[config.mk]
export PLATFORM = sky130hd
export DESIGN_NAME = ulc_link
export DESIGN_NICKNAME = d
export VERILOG_FILES = /design/src/rtl/ulc_pkg.sv /design/src/rtl/ulc_link.sv /design/src/rtl/ulc_rxcmd.sv /design/src/rtl/ulc_timer.sv
export SDC_FILE = /design/constraint.sdc
export NUM_CORES = 1
export LEC_CHECK = 0
export ABC_AREA = 1
export BUFFER_PORTS_ARGS = -buffer_cell sky130_fd_sc_hd__buf_2
export CAP_MARGIN = 20
export CORE_MARGIN = 2
export CORE_UTILIZATION = 53
export DETAILED_ROUTE_END_ITERATION = 10
export PLACE_DENSITY = 0.7
export SYNTH_ARGS = -nofsm -noshare
export SYNTH_HDL_FRONTEND = slang
export SYNTH_SLANG_ARGS = --single-unit
[constraint.sdc]
create_clock -name core_clk -period 2.4 [get_ports core_clk]
set_input_delay 0.24 -clock core_clk [delete_from_list [all_inputs] [get_ports core_clk]]
set_output_delay 0.24 -clock core_clk [all_outputs]
set_load 0.01 [all_outputs]
[src/rtl/ulc_pkg.sv]
package ulc_pkg;

	// clock and protocol timing
	localparam int CLK_PERIOD_NS = 4;
	localparam int SUSP_IDLE_MS = 3;
	localparam int HOST_RESUME_MS = 20;
	localparam int RWAKE_DRIVE_MS = 2;
	localparam int NS_PER_MS = 1_000_000;
	// least times, rounded up to whole cycles
	localparam int SUSP_IDLE_CYC =
		(SUSP_IDLE_MS * NS_PER_MS + CLK_PERIOD_NS - 1) / CLK_PERIOD_NS;
	localparam int HOST_RESUME_CYC =
		(HOST_RESUME_MS * NS_PER_MS + CLK_PERIOD_NS - 1) / CLK_PERIOD_NS;
	localparam int RWAKE_DRIVE_CYC =
		(RWAKE_DRIVE_MS * NS_PER_MS + CLK_PERIOD_NS - 1) / CLK_PERIOD_NS;
	localparam int TIMER_W = 24;

	// phy register addresses
	localparam logic [5:0] ADDR_FUNC = 6'h04;
	localparam logic [5:0] ADDR_INTF = 6'h07;
	localparam logic [5:0] ADDR_OTG = 6'h0a;

	// function control fields
	localparam int FUNC_XCVR_LSB = 0;
	localparam int FUNC_TERM_BIT = 2;
	localparam int FUNC_OPM_LSB = 3;
	localparam int FUNC_SUSPM_BIT = 6;
	localparam logic [1:0] XCVR_HS = 2'h0;
	localparam logic [1:0] XCVR_FS = 2'h1;
	localparam logic [1:0] OPM_NORMAL = 2'h0;
	localparam logic [1:0] OPM_NO_BITSTUFF = 2'h2;
	localparam logic [1:0] OPM_NO_SYNC_EOP = 2'h3;

	// otg and interface control bits
	localparam int OTG_IDPU_BIT = 0;
	localparam int OTG_DPPD_BIT = 1;
	localparam int OTG_DMPD_BIT = 2;
	localparam int INTF_SERIAL3_BIT = 1;

	// ulpi command bytes
	localparam logic [7:0] TXCMD_NOPID = 8'h40;
	localparam logic [1:0] TXCMD_REGWR = 2'h2;
	localparam logic [7:0] DATA_IDLE = 8'h00;

	// rxcmd fields and line states
	localparam int RX_LS_LSB = 0;
	localparam int RX_VBUS_LSB = 2;
	localparam int RX_ID_BIT = 6;
	localparam logic [1:0] LS_SE0 = 2'h0;
	localparam logic [1:0] LS_TX_K = 2'h1;
	localparam logic [1:0] LS_RESUME_K = 2'h2;

	typedef enum logic [3:0] {
		ST_INIT = 4'b0000,
		ST_IDLE = 4'b0001,
		ST_WCMD = 4'b0010,
		ST_WDAT = 4'b0011,
		ST_WSTP = 4'b0100,
		ST_LPW = 4'b0101,
		ST_SUSP = 4'b0110,
		ST_WAKE = 4'b0111,
		ST_RWK = 4'b1000,
		ST_TXK = 4'b1001,
		ST_TXKSTP = 4'b1010,
		ST_WSE0 = 4'b1011,
		ST_HSOPM = 4'b1100,
		ST_PKT = 4'b1101,
		ST_PKTSTP = 4'b1110
	} ulc_state_e;

	// builds a function control byte
	function automatic logic [7:0] ulc_func(logic [1:0] xcvr, logic term,
		logic [1:0] opm, logic suspm);
		logic [7:0] v;
		v = 8'h00;
		v[FUNC_XCVR_LSB +: 2] = xcvr;
		v[FUNC_TERM_BIT] = term;
		v[FUNC_OPM_LSB +: 2] = opm;
		v[FUNC_SUSPM_BIT] = suspm;
		return v;
	endfunction : ulc_func

endpackage : ulc_pkg

[src/rtl/ulc_link.sv]
`timescale 1ns/10ps
module ulc_link
	import ulc_pkg::*;
#(
	parameter int W = TIMER_W,
	parameter int SUSP_IDLE = SUSP_IDLE_CYC,
	parameter int HOST_RESUME = HOST_RESUME_CYC,
	parameter int RWAKE_DRIVE = RWAKE_DRIVE_CYC
)
(
	input wire logic core_clk,
	input wire logic resetn,
	input wire logic ulpi_dir,
	input wire logic ulpi_nxt,
	input wire logic [7:0] ulpi_data_in,
	output logic ulpi_stp,
	output logic [7:0] ulpi_data_out,
	output logic ulpi_data_oe,
	input wire logic role_periph,
	input wire logic host_powerdown,
	input wire logic serial_en,
	input wire logic nopid_en,
	input wire logic suspend_req,
	input wire logic resume_req,
	input wire logic remote_wake_req,
	input wire logic tx_start,
	input wire logic [7:0] tx_len,
	input wire logic [7:0] tx_data,
	input wire logic [7:0] tx_eop_code,
	output logic [7:0] tx_idx,
	output logic tx_done,
	output logic busy,
	output logic suspended,
	output logic [1:0] line_state,
	output logic id_level,
	output logic id_changed,
	output logic [1:0] vbus_state,
	output logic vbus_changed
);

	typedef struct packed {
		ulc_state_e state;
		ulc_state_e ret;
		logic [5:0] wr_addr;
		logic [7:0] wr_data;
		logic [7:0] func;
		logic serial;
		logic stp;
		logic [7:0] dout;
		logic oe;
		logic [1:0] ls;
		logic was_hs;
		logic lowpower;
		logic rwk;
		logic cmd_sent;
		logic [7:0] idx;
		logic tx_done;
		logic tload;
		logic [W-1:0] tval;
	} ulc_st_s;

	ulc_st_s st_reg;
	ulc_st_s st_next;
	logic [1:0] rx_ls;
	logic tmr_done;
	logic [7:0] otg_val;

	// starts a register write, then continues at ret
	function automatic ulc_st_s go_wr(ulc_st_s s, logic [5:0] a,
		logic [7:0] d, ulc_state_e r);
		ulc_st_s t;
		t = s;
		t.wr_addr = a;
		t.wr_data = d;
		t.ret = r;
		t.state = ST_WCMD;
		return t;
	endfunction : go_wr

	// loads the shared timer with a cycle count
	function automatic ulc_st_s go_tmr(ulc_st_s s, int cyc);
		ulc_st_s t;
		t = s;
		t.tload = 1'b1;
		t.tval = W'(cyc);
		return t;
	endfunction : go_tmr

	ulc_rxcmd u_rx (
		.core_clk(core_clk),
		.resetn(resetn),
		.ulpi_dir(ulpi_dir),
		.ulpi_nxt(ulpi_nxt),
		.ulpi_data_in(ulpi_data_in),
		.line_state(rx_ls),
		.id_level(id_level),
		.id_changed(id_changed),
		.vbus_state(vbus_state),
		.vbus_changed(vbus_changed)
	);

	ulc_timer #(.W(W)) u_tmr (
		.core_clk(core_clk),
		.resetn(resetn),
		.load(st_reg.tload),
		.value(st_reg.tval),
		.done(tmr_done)
	);

	// id pull-up always on; a host also enables both pull-downs
	always_comb
	begin
		otg_val = 8'h00;
		otg_val[OTG_IDPU_BIT] = 1'b1;
		otg_val[OTG_DPPD_BIT] = !role_periph;
		otg_val[OTG_DMPD_BIT] = !role_periph;
	end

	// link sequencer: register writes, suspend, resume, packets
	always_comb
	begin
		st_next = st_reg;
		st_next.tload = 1'b0;
		st_next.tx_done = 1'b0;
		st_next.stp = 1'b0;
		// bus is ours only while the phy leaves dir low
		st_next.oe = !ulpi_dir;
		st_next.ls = rx_ls;
		case (st_reg.state)
			ST_INIT:
				st_next = go_wr(st_next, ADDR_OTG, otg_val, ST_HSOPM);
			ST_IDLE:
			begin
				st_next.dout = DATA_IDLE;
				if (ulpi_dir)
				begin
					// any received traffic counts as bus activity
					if (role_periph)
						st_next = go_tmr(st_next, SUSP_IDLE);
				end
				else if (serial_en != st_reg.serial)
				begin
					st_next.serial = serial_en;
					st_next = go_wr(st_next, ADDR_INTF,
						8'(serial_en) << INTF_SERIAL3_BIT, ST_IDLE);
				end
				else if ((!role_periph && suspend_req) ||
					(role_periph && tmr_done))
				begin
					// remember the speed for the way back out
					st_next.was_hs =
						st_reg.func[FUNC_XCVR_LSB +: 2] == XCVR_HS;
					st_next.func = ulc_func(XCVR_FS, 1'b1, OPM_NORMAL, 1'b1);
					st_next = go_wr(st_next, ADDR_FUNC, st_next.func,
						ST_LPW);
				end
				else if (st_reg.func[FUNC_XCVR_LSB +: 2] == XCVR_HS &&
					nopid_en != (st_reg.func[FUNC_OPM_LSB +: 2] ==
					OPM_NO_SYNC_EOP))
				begin
					st_next.func = ulc_func(XCVR_HS, 1'b0,
						nopid_en ? OPM_NO_SYNC_EOP : OPM_NORMAL, 1'b1);
					st_next = go_wr(st_next, ADDR_FUNC, st_next.func, ST_IDLE);
				end
				else if (tx_start &&
					st_reg.func[FUNC_OPM_LSB +: 2] == OPM_NO_SYNC_EOP)
				begin
					st_next.state = ST_PKT;
					st_next.dout = TXCMD_NOPID;
					st_next.cmd_sent = 1'b0;
					st_next.idx = 8'h00;
				end
			end
			ST_WCMD:
			begin
				st_next.dout = {TXCMD_REGWR, st_reg.wr_addr};
				if (!ulpi_dir && ulpi_nxt && st_reg.oe)
				begin
					st_next.dout = st_reg.wr_data;
					st_next.state = ST_WDAT;
				end
			end
			ST_WDAT:
			begin
				// the phy took the bus back: start the write over
				if (ulpi_dir)
					st_next.state = ST_WCMD;
				else if (ulpi_nxt)
				begin
					st_next.stp = 1'b1;
					st_next.dout = DATA_IDLE;
					st_next.state = ST_WSTP;
				end
			end
			ST_WSTP:
			begin
				st_next.state = st_reg.ret;
				if (role_periph && st_reg.ret == ST_IDLE)
					st_next = go_tmr(st_next, SUSP_IDLE);
			end
			ST_LPW:
			begin
				st_next.rwk = 1'b0;
				st_next.lowpower = role_periph || host_powerdown;
				if (role_periph || host_powerdown)
				begin
					// clearing suspendm drops the phy into low power
					st_next.func = ulc_func(XCVR_FS, 1'b1, OPM_NORMAL, 1'b0);
					st_next = go_wr(st_next, ADDR_FUNC, st_next.func,
						ST_SUSP);
				end
				else
					st_next.state = ST_SUSP;
			end
			ST_SUSP:
			begin
				if (!role_periph && (resume_req ||
					st_reg.ls == LS_RESUME_K))
					st_next.state = st_reg.lowpower ? ST_WAKE : ST_RWK;
				else if (role_periph && st_reg.ls == LS_RESUME_K)
					st_next.state = ST_WAKE;
				else if (role_periph && remote_wake_req)
				begin
					st_next.rwk = 1'b1;
					st_next.state = ST_WAKE;
				end
			end
			ST_WAKE:
			begin
				// hold stp until the phy hands the bus back
				st_next.stp = ulpi_dir;
				if (!ulpi_dir && !st_reg.stp)
				begin
					st_next.lowpower = 1'b0;
					st_next.func[FUNC_SUSPM_BIT] = 1'b1;
					st_next.state = ST_RWK;
				end
			end
			ST_RWK:
			begin
				if (!role_periph || st_reg.rwk)
				begin
					// resume k only ever goes out with opmode 10b
					st_next.func = ulc_func(XCVR_FS, 1'b1, OPM_NO_BITSTUFF,
						1'b1);
					st_next.cmd_sent = 1'b0;
					st_next = go_wr(st_next, ADDR_FUNC, st_next.func, ST_TXK);
				end
				else
					st_next.state = ST_WSE0;
			end
			ST_TXK:
			begin
				st_next.dout = st_reg.cmd_sent ? DATA_IDLE : TXCMD_NOPID;
				if (role_periph)
					st_next.ls = LS_TX_K;
				if (!st_reg.cmd_sent && ulpi_nxt && !ulpi_dir)
				begin
					st_next.cmd_sent = 1'b1;
					st_next.dout = DATA_IDLE;
					st_next = go_tmr(st_next,
						role_periph ? RWAKE_DRIVE : HOST_RESUME);
				end
				else if (st_reg.cmd_sent && tmr_done)
				begin
					// stp ends the k; for a host the phy then appends the eop
					st_next.stp = 1'b1;
					st_next.state = ST_TXKSTP;
				end
			end
			ST_TXKSTP:
				st_next.state = ST_WSE0;
			ST_WSE0:
			begin
				// speed must be back before the eop se0 ends
				if (st_reg.ls == LS_SE0 && !ulpi_dir)
				begin
					st_next.func = st_reg.was_hs ?
						ulc_func(XCVR_HS, 1'b0, st_reg.func[FUNC_OPM_LSB +: 2],
						1'b1) : ulc_func(XCVR_FS, 1'b1, OPM_NORMAL, 1'b1);
					st_next = go_wr(st_next, ADDR_FUNC, st_next.func,
						st_reg.was_hs ? ST_HSOPM : ST_IDLE);
				end
			end
			ST_HSOPM:
			begin
				st_next.was_hs = 1'b0;
				st_next.func = ulc_func(XCVR_HS, 1'b0, OPM_NORMAL, 1'b1);
				st_next = go_wr(st_next, ADDR_FUNC, st_next.func,
					ST_IDLE);
			end
			ST_PKT:
			begin
				// tx_data answers for tx_idx in the same cycle
				if (ulpi_dir)
				begin
					st_next.dout = DATA_IDLE;
					st_next.tx_done = 1'b1;
					st_next.state = ST_IDLE;
				end
				else if (ulpi_nxt && st_reg.oe)
				begin
					st_next.cmd_sent = 1'b1;
					if (st_reg.cmd_sent && st_reg.idx == tx_len)
					begin
						// feh: unstuffed eop, 00h: no eop at all
						st_next.stp = 1'b1;
						st_next.dout = tx_eop_code;
						st_next.state = ST_PKTSTP;
					end
					else
					begin
						st_next.dout = tx_data;
						st_next.idx = st_reg.idx + 8'h01;
					end
				end
			end
			ST_PKTSTP:
			begin
				st_next.dout = DATA_IDLE;
				st_next.tx_done = 1'b1;
				st_next.state = ST_IDLE;
			end
			default:
				st_next.state = ST_INIT;
		endcase
	end

	always_ff @(posedge core_clk or negedge resetn)
	begin
		if (!resetn)
			st_reg <= '0;
		else
			st_reg <= st_next;
	end

	// outputs come from flops; busy and suspended are decoded from the state flops
	assign ulpi_stp = st_reg.stp;
	assign ulpi_data_out = st_reg.dout;
	assign ulpi_data_oe = st_reg.oe;
	assign tx_idx = st_reg.idx;
	assign tx_done = st_reg.tx_done;
	assign busy = st_reg.state != ST_IDLE;
	assign suspended = st_reg.state == ST_SUSP;
	assign line_state = st_reg.ls;

endmodule : ulc_link

[src/rtl/ulc_rxcmd.sv]
`timescale 1ns/10ps
module ulc_rxcmd
	import ulc_pkg::*;
(
	input wire logic core_clk,
	input wire logic resetn,
	input wire logic ulpi_dir,
	input wire logic ulpi_nxt,
	input wire logic [7:0] ulpi_data_in,
	output logic [1:0] line_state,
	output logic id_level,
	output logic id_changed,
	output logic [1:0] vbus_state,
	output logic vbus_changed
);

	typedef struct packed {
		logic dir_q;
		logic seen;
		logic [1:0] ls;
		logic [1:0] vbus;
		logic id;
		logic id_chg;
		logic vbus_chg;
	} ulc_rx_s;

	ulc_rx_s rx_reg;
	ulc_rx_s rx_next;
	logic rx_valid;

	// a byte with dir high, nxt low and no turnaround is an rxcmd
	assign rx_valid = ulpi_dir && rx_reg.dir_q && !ulpi_nxt;

	// track line state, comparators and id; id and vbus changes give one pulse
	always_comb
	begin
		rx_next = rx_reg;
		rx_next.dir_q = ulpi_dir;
		rx_next.id_chg = 1'b0;
		rx_next.vbus_chg = 1'b0;
		if (rx_valid)
		begin
			rx_next.seen = 1'b1;
			rx_next.ls = ulpi_data_in[RX_LS_LSB +: 2];
			rx_next.vbus = ulpi_data_in[RX_VBUS_LSB +: 2];
			rx_next.id = ulpi_data_in[RX_ID_BIT];
			rx_next.vbus_chg = rx_reg.seen &&
				(ulpi_data_in[RX_VBUS_LSB +: 2] != rx_reg.vbus);
			rx_next.id_chg = rx_reg.seen &&
				(ulpi_data_in[RX_ID_BIT] != rx_reg.id);
		end
	end

	always_ff @(posedge core_clk or negedge resetn)
	begin
		if (!resetn)
			rx_reg <= '0;
		else
			rx_reg <= rx_next;
	end

	assign line_state = rx_reg.ls;
	assign id_level = rx_reg.id;
	assign id_changed = rx_reg.id_chg;
	assign vbus_state = rx_reg.vbus;
	assign vbus_changed = rx_reg.vbus_chg;

endmodule : ulc_rxcmd

[src/rtl/ulc_timer.sv]
`timescale 1ns/10ps
module ulc_timer
	import ulc_pkg::*;
#(
	parameter int W = TIMER_W
)
(
	input wire logic core_clk,
	input wire logic resetn,
	input wire logic load,
	input wire logic [W-1:0] value,
	output logic done
);

	typedef struct packed {
		logic [W-1:0] cnt;
		logic run;
		logic done;
	} ulc_tmr_s;

	ulc_tmr_s tmr_reg;
	ulc_tmr_s tmr_next;

	// one-shot down counter; a reload restarts it, done pulses once
	always_comb
	begin
		tmr_next = tmr_reg;
		tmr_next.done = 1'b0;
		if (load)
		begin
			tmr_next.cnt = value;
			tmr_next.run = 1'b1;
		end
		else if (tmr_reg.run)
		begin
			if (tmr_reg.cnt <= W'(1))
			begin
				tmr_next.run = 1'b0;
				tmr_next.done = 1'b1;
			end
			else
				tmr_next.cnt = tmr_reg.cnt - W'(1);
		end
	end

	always_ff @(posedge core_clk or negedge resetn)
	begin
		if (!resetn)
			tmr_reg <= '0;
		else
			tmr_reg <= tmr_next;
	end

	assign done = tmr_reg.done;

endmodule : ulc_timer

# --- Word-level counts from Yosys, hierarchy flattened ---
# Cells that the tools add are included.
# W data, S select, Z words.
totals:
  reg_bits: 113
  latchBits: 0
  mem_bits_rw: 0
  romBits: 0
  in_bits: 44
  out_inout_bits: 28
  word_cells: 223
  n_memories: 0
classes:
  add_sub_neg: 2
  n_mul: 0
  div: 0
  magnitude_cmp: 1
  eq_ne: 56
  n_shift: 0
  mux: 72
  n_bitwise: 8
  reduce_logical: 56
op_table:
  columns: ["op", "count"]
  rows:
  - ["$mux W81", 4]
  - ["$mux W77", 2]
  - ["$pmux W25 S6", 1]
  - ["$pmux W19 S7", 1]
  - ["$pmux W8 S10", 1]
  - ["$mux W25", 3]
  - ["$mux W4", 17]
  - ["$mux W9", 7]
  - ["$pmux W9 S7", 1]
  - ["$pmux W4 S14", 1]
  - ["$ne A2 B2 Y1 const B", 25]
  - ["$mux W48", 1]
  - ["$pmux W6 S6", 1]
  - ["$mux W8", 4]
  - ["$reduce_and A8 Y1", 4]
  - ["$eq A4 B4 Y1 const B", 7]
  - ["$mux W28", 1]
  - ["$pmux W4 S7", 1]
  - ["$mux W26", 1]
  - ["$le A24 B1 Y1 const B", 1]
  - ["$mux W24", 1]
  - ["$sub A24 B1 Y24 const B", 1]
  - ["$mux W23", 1]
  - ["$logic_and A1 B1 Y1", 21]
  - ["other kinds (38)", 87]

# --- Longest topological paths before layout ---
# Gate-level depths: netlist (run 1).
depth:
  depth_word: 8
  ltp_mapped: 12
  depth_no_buf: 12

# --- Hierarchy ---
# From an unflattened synthesis (run 1), not the netlist that was laid out.
hier_totals:
  cells_unflattened: 898
  hier_area_um2: 6060.8
modules_own_cells:
  columns: ["module", "instances", "cells_per_inst", "area_each_um2", "seq_area_each_um2"]
  rows:
  - ["ulc_link", 1, 526, 3584.7, 1376.3]
  - ["ulc_timer", 1, 327, 2053.2, 650.6]
  - ["ulc_rxcmd", 1, 45, 422.9, 225.2]

# --- Worst setup path before layout (run 1) ---
# No wires, ideal clock.
synth_path:
  path_type: "reg-to-reg"
  from: "reg u_tmr.tmr_reg[2] (netlist name)"
  to: "reg u_tmr.tmr_reg[22] (netlist name)"
  setup_ns: 0.118
  arrival_time_ns: 1.578
  t_required_ns: 2.282
  setup_slack_ns: 0.704
  path_stages_with_launch: 12
  path_buffers: 2
  period_less_slack_ns: 1.696
  path_cell_list: "dfrtp_1 inv_1 ha_1 nand2_1 a21oi_1 nand3_1 nand2_2 inv_2 buf_2 buf_6 nand3_1 nand2_1"
synth_between:
  elab_chain_len: 4
  elab_cells_between_ends: 7
  cone_classes: "1 x add/sub; 1 x order compare; 1 x eq/ne; 3 x mux; 1 x reduce/logical"
synth_rtl:
  columns: ["item", "line", "rtl"]
  rows:
  - ["start, declared", "ulc_timer.sv:21", "ulc_tmr_s tmr_reg;"]
  - ["start signal, assigned", "ulc_timer.sv:51", "tmr_reg <= tmr_next;"]
  - ["$sub A24 B1 Y24", "ulc_timer.sv:42", "tmr_next.cnt = tmr_reg.cnt - W'(1);"]
  - ["$mux W24", "ulc_timer.sv:36", "if (tmr_reg.cnt <= W'(1))"]
  - ["$mux W26", "ulc_timer.sv:34", "else if (tmr_reg.run)"]
  - ["$mux W25", "ulc_timer.sv:29", "if (load)"]
# Several ways; a longest one is shown, not always the timed one. The select of a mux whose other input is x is not followed.
# A chain may end at the register's enable or synchronous reset.

# --- Worst setup path after layout (run 1) ---
layout_path:
  from: "reg st_reg[78] (netlist name)"
  to: "reg st_reg[63] (netlist name)"
layout_between:
  elab_chain_len: 3
  elab_cells_between_ends: 16
  cone_classes: "11 x eq/ne; 1 x mux; 1 x bitwise; 3 x reduce/logical"
layout_rtl:
  columns: ["item", "line", "rtl"]
  rows:
  - ["start, declared", "ulc_link.sv:62", "ulc_st_s st_reg;"]
  - ["start signal, assigned", "ulc_link.sv:334", "st_reg <= st_next;"]
  - ["$eq A4 B1 Y1 (tied with other cells)", "ulc_link.sv:129", "case (st_reg.state)"]
  - ["$ne A4 B4 Y1 (no line) (tied with other cells)", null, null]
  - ["$reduce_and A7 Y1 (no line)", null, null]
# Several ways; a longest one is shown, not always the timed one.

==> impl_results.md, run 1 <==
- Min-delay src: tx_eop_code[7]
- Period minus WS final: ~2.1 ns
- Commonest non-fill, non-tap cell in the layout: nand2_1
- WP data required: 2.72 ns
- Starting Density: 54.0%
- Post-detail-place hpwl: between 10000 and 15000 um
- Cells on worst reg2reg path: 11
- Avg WL per Cell: roughly 15 um
- Post-CTS Hold Fix Bufs: 1
- Nets: 948
- Power Dens Cells: 1070 nW/um2
- Die W: 109 um
- H-tree depth: 3
- Routed wl met2: around 7400 um
- Worst min path class: input pin to flop
- Via count: 5606
- Post CTS Setup Buffer Count: 0
- Main combinational cell family by area after synthesis: simple AND/OR/NAND/NOR gates
- Seq/Total Area, Yosys: 38.7%
- Max layer used: met4
- ANT cells: 0
- CTS tree: built
- Reg area: 2250 um2
- Area grow syn2layout: 10.1%
- DRC viols: 0
- Worst-Margin Slew: 0.576 ns
- Multiplexer share of the synthesized area: 0.580%
- WL final: around 15000 um
- Adder-Cell Fraction of Synth Area: 0.859%
- Final period util: 86.7%
- ANT nets after route: 0
- Clock Tree Buf Depth: 2
- CTS resizes: 0
- GP Congestion: approximately 0.99
- Die area: 11800 um2
- Cell row count: 38
- Clock Pin Slew Worst Setup and Hold Paths: 0.09 ns
- Largest net degree at the start of global routing: between 50 and 60
- Gr usage total: 27.3%
- Fin. Hold Viols: 0
- WHS Endpoint: ulpi_data_out[7]$_DFFE_PN0P_
- Rel. slew slack: 61.2%
- Yosys cell types: 44
- Gr ovfl total: 0
- Number of synthesized register bits: 90
- Xor/xnor share of the synthesized area: 1.65%
- Hold path depth: 3
- Worst setup path start: st_reg[78]$_DFFE_PN0P_
- Final Max Tran Viols: 0
- I/O Buffers: 68
- 1st-pass router iterations: 5
- DR WL met3: 627 um
- Asr flop ratio synth: 100%
- Area of the multi-input gates: 2950 um2
- Die Height: approximately 110 um
- Core ar.: 10800 um2
- R2R Path End: st_reg[63]$_DFFE_PN0P_
- Most frequent cells in the layout: nand2_1, nor2_1, inv_1
- Main flop type after synthesis: dfrtp_1
- Reg2reg start: st_reg[78]$_DFFE_PN0P_
- Setup Crit Path Kind: flop to flop
- Synth warn: 0
- Max VDD drop: a little over 0.0006 V
- Post-synth EDFFs: 0
- Initial antenna violation count: 1
- Achievable Freq: a little under 500 MHz
- Vias in the first global route: about 5300
- M1 WL: 6740 um
- Flop2flop setup slack: ~0.32 ns
- Layout cells sized above 1: 15.4%
- Syn_area_per_cell: 6.90 um2
- Final hold slack: 0.0953 ns
- Clk Latency, worst-skew pair: ~0.37 ns
- Cell Area, Synth: 5820 um2
- Status: finished clean
- Clk sinks: 90
- Drt initial violations: 338
- Mapped Cells: between 800 and 900
- CP Max Fanout: 23
- Setup TNS: 0 ns
- Endpoint class of the critical path: flop
- Crit path launch type: flop
- CTS Root Cell: clkbuf_8
- Final setup fails: 0
- Fill cells: 1045
- Crit path DAT: 2.40 ns
- IO Pins: 72
- Leakage: 3.48 nW
- # Max-Cap Violations: 0
- CTS buffer count: 9
- Max reg flops: 34
- Clock skew: ~0.011 ns
- RSZ-0062 raised after global routing: false
- Net count after synthesis: 892
- Vias/cell: 5.36
- Global-route wire length before repair: roughly 25000 um
- Synth Area in Compound Gates: 10.6%
- Simple-gate share of the synthesized area: around 37%
[cells in the mapped netlist, types with 6 or more instances]
master	n	share of area, %
o21ai_0	49	4.2
o21ai_2	8	1.2
clkbuf_1	6	0.39
nand4_1	13	1.4
nand2_2	12	1.3
nand2_1	246	16
xor2_1	7	1.1
o21ai_1	7	0.60
inv_1	96	6.2
a21oi_1	34	2.9
nor3_1	12	1.0
nand3_1	72	6.2
dfrtp_1	90	39
nor2_1	108	7.0
buf_4	20	2.6
[logic make-up (layout without fill, tap and decap cells)]
| logic type | Yosys count | in the layout |
|---|---|---|
| compound gates | 111 | 111 |
| xor+xnor | 11 | 11 |
| fa+ha+maj | 4 | 4 |
| buf+inv | 137 | 198 |
| flops | 90 | 90 |
| mux | 3 | 3 |
| simple gates | 488 | 488 |
[worst max-delay path by stage]
| stage | end | slack, ns | depth (start not counted) |
|---|---|---|---|
| global placement | st_reg[62]$_DFFE_PN0P_ | 0.38 | 11 |
| CTS | st_reg[54]$_DFFE_PN0P_ | 0.34 | 11 |
| detailed placement | st_reg[54]$_DFFE_PN0P_ | 0.36 | 11 |
| global route | st_reg[63]$_DFFE_PN0P_ | 0.17 | 11 |
| floorplan | u_tmr.tmr_reg[22]$_DFFE_PN0P_ | 0.70 | 11 |
| finish | st_reg[63]$_DFFE_PN0P_ | 0.32 | 11 |
[critical path, cell delays in order, from the launching register on]
cell and delay [ns]:
dfrtp_1 0.48, inv_2 0.14, nand2_2 0.11, nor2_2 0.33, inv_2 0.12, nand3_4 0.12, nor2_8 0.06, nand2_4 0.07
nand3_4 0.28, inv_1 0.17, nand2_1 0.08, nand2_1 0.06
[power by group]
| group | internal (mW) | switching, mW |
|---|---|---|
| combinational | 1.12 | 2.29 |
| clock | 0.539 | 0.533 |
| sequential | 1.99 | 0.421 |
| total | 3.64 | 3.24 |
[metrics by stage]
stage | cell area, um2 | utilization [%] | setup WS, ns | instances | power, mW
after global placement | 6200 | 57.5 | 0.384 | 1028 | 5.71
after CTS | 6410 | 59.4 | 0.340 | 1045 | 6.87
final | 6410 | 59.4 | 0.319 | 1045 | 6.88
after global routing | 6410 | 59.4 | 0.175 | 1045 | 7.46
after detailed placement | 6200 | 57.5 | 0.360 | 1028 | 5.79
after floorplan | 5820 | - | 0.704 | 844 | 5.02
[area by class of cell]
class / count / area share, %
multi-input combinational: 617 / 46.1
clock buffer: 14 / 2.54
inverter: 102 / 5.97
tap: 140 / 2.73
timing repair buffer: 80 / 6.99
sequential: 90 / 35.1
clock inverter: 2 / 0.547
[layer usage]
layer  global-route usage [%]  vias up
met5                        0        -
met4                     11.5        0
met3                     4.24       33
met2                     46.7      133
met1                     34.2     2641
li1                         -     2799
Power figures use the tool's default switching activity.
==> run 2, diff against run 1 <==
Settings changed: CORE_UTILIZATION 53 to 45, PLACE_DENSITY 0.7 to 0.6.
==> run 2 against run 1 <==
Compared with the run above:
- final cell count increased by 4.0%
- first-iteration DRC count grew 16%
- setup slack worse by 0.028 ns
- critical path depth is the same
- clock skew fell by 0.0039 ns
- maximum frequency fell by 1.3%
- critical endpoint is now st_reg[55]$_DFFE_PN0P_
==> impl_results.md, run 2 (synthesis gave the netlist of run 1 again) <==
- Status: finished clean
- Die W: between 100 and 150 um
- IO Pins: 72
- Crit path launch type: flop
- Commonest non-fill, non-tap cell in the layout: nand2_1
- Core ar.: 12600 um2
- Gr usage total: 24.1%
- Fill cells: 1322
- Setup TNS: 0 ns
- Setup Crit Path Kind: flop to flop
- ANT nets after route: 0
- Max VDD drop: roughly 0.00053 V
- Part of the power in registers: 33.2%
- Fin. Hold Viols: 0
- Die area: 13900 um2
- GP Congestion: around 0.95
- Clk Latency, worst-skew pair: between 0.3 and 0.4 ns
- Max incr delay on CP: approximately 0.48 ns
- # Max-Cap Violations: 0
- Clock Tree Buf Depth: 2
- Starting Density: 46.1%
- Crit path DAT: 2.40 ns
- Achievable Freq: around 470 MHz
- Reg area: about 2300 um2
- Clock Pin Slew Worst Setup and Hold Paths: 0.07 ns
- RSZ-0062 raised after global routing: false
- Worst min path class: input pin to flop
- Final hold slack: 0.122 ns
- Vias/cell: 5.15
- I/O Buffers: 68
- Switching Share: between 40% and 50%
- Endpoint class of the critical path: flop
- CTS tree: built
- Pint: just under 4 mW
- ANT cells: 0
- Clk pwr share: 19.2%
- Post CTS Setup Buffer Count: 0
- Initial antenna violation count: 0
- CP Buf/Inv Count: 3
- Vias in the first global route: 5374
- Layout cells sized above 1: between 10% and 20%
- Area of the multi-input gates: 2950 um2
- Global-route wire length before repair: 26700 um
- Nets: 958
- Comb power frac: 47.6%
- Clock skew: 0.00732 ns
- CTS buffer count: 9
- Final Max Tran Viols: 0
- Die Height: between 100 and 150 um
- Clk sinks: 90
- 1st-pass router iterations: 5
- H-tree depth: 3
- WL final: roughly 16000 um
- Final period util: 87.9%
- CP Max Fanout: 23
- Most frequent cells in the layout: nand2_1, nor2_1, inv_1
- Period minus WS final: 2.11 ns
- Tot Pwr: 7.30 mW
- Worst-Margin Slew: 0.646 ns
- Largest net degree at the start of global routing: 49
- Gr ovfl total: 0
- Switching pwr: 3.38 mW
- Top delay family on crit path: simple AND/OR/NAND/NOR gates
- Critical-path cell list: inv_2, nand2_2, nor2_2, inv_2, nand3_4, nor2_8, nand2_4, nand3_4, inv_1, nand2_1, nand2_1
- Via count: roughly 5600
- Leakage: 3.57 nW
- Cell row count: 41
- Slowest-stage cell, CP: dfrtp_1
- Drt initial violations: 393
- Rel. slew slack: 56.9%
- Setup ws final: a little under 0.3 ns
- CTS Root Cell: clkbuf_16
- Power Dens Cells: 1100 nW/um2
- DRC viols: 0
- Final setup fails: 0
- Area grow syn2layout: 13.9%
- Post-detail-place hpwl: 12800 um
- Pre-CTS setup slack: 0.294 ns
- Max reg flops: 34
- WP data required: approximately 2.7 ns
- Avg WL per Cell: 14.9 um
[run 2: per-layer routing]
layer  global-route usage [%]  up-vias  share of wire, %
met2                     39.0      151                47
met3                     3.49       35               4.8
met4                     11.1        0               3.3
met5                        0        -                 0
met1                     31.9     2593                45
li1                         -     2817                 -
[run 2: what timing repair did]
action / in CTS / in global routing
hold buffers: 1 / 0
hold endpoints to repair: 46 / 0
resized for setup: 0 / 0
[run 2: worst paths after layout]
check                                        from                              to  slack, ns  cells after the start
max                        st_reg[78]$_DFFE_PN0P_          st_reg[55]$_DFFE_PN0P_       0.29                     11
min                               ulpi_data_in[0]  u_rx.line_state[0]$_DFFE_PN0P_       0.12                      2
max reg2reg                st_reg[78]$_DFFE_PN0P_          st_reg[55]$_DFFE_PN0P_       0.29                     11
min reg2reg                 st_reg[8]$_DFFE_PN0P_           st_reg[8]$_DFFE_PN0P_       0.46                      2
max in group asynchronous                  resetn   u_tmr.tmr_reg[21]$_DFFE_PN0P_       1.28                      3
min in group asynchronous                  resetn           tx_idx[4]$_DFFE_PN0P_       0.45                      2
[run 2: layout make-up]
| class | instances | area share (%) |
|---|---|---|
| clock buffers | 10 | 3.60 |
| clock inverters | 6 | 0.811 |
| inverters | 102 | 5.77 |
| multi-input cells | 617 | 44.5 |
| flip-flops and latches | 90 | 34.0 |
| well taps | 172 | 3.25 |
| repair buffers | 90 | 8.08 |
[run 2: power by group through the flow]
stage               logic, mW  clock network (mW)  registers (mW)
global route             3.95                1.48            2.49
finish                   3.48                1.40            2.42
floorplan                2.70                   0            2.33
global placement         3.42                   0            2.43
CTS                      3.49                1.43            2.42
detailed placement       3.47                   0            2.45
[run 2: worst register-to-register path, stage by stage (launching register included)]
cell	delay, ns
dfrtp_1	0.48
inv_2	0.15
nand2_2	0.11
nor2_2	0.36
inv_2	0.11
nand3_4	0.13
nor2_8	0.06
nand2_4	0.07
nand3_4	0.27
inv_1	0.17
nand2_1	0.08
nand2_1	0.07
[run 2: stage by stage]
stage / util [%] / instances / instance area [um2]
3_5_place_dp: 50.1 / 1070 / 6330
2_1_floorplan: - / 844 / 5820
6_report: 52.5 / 1087 / 6630
3_3_place_gp: 50.1 / 1070 / 6330
5_1_grt: 52.5 / 1087 / 6630
4_1_cts: 52.5 / 1087 / 6630
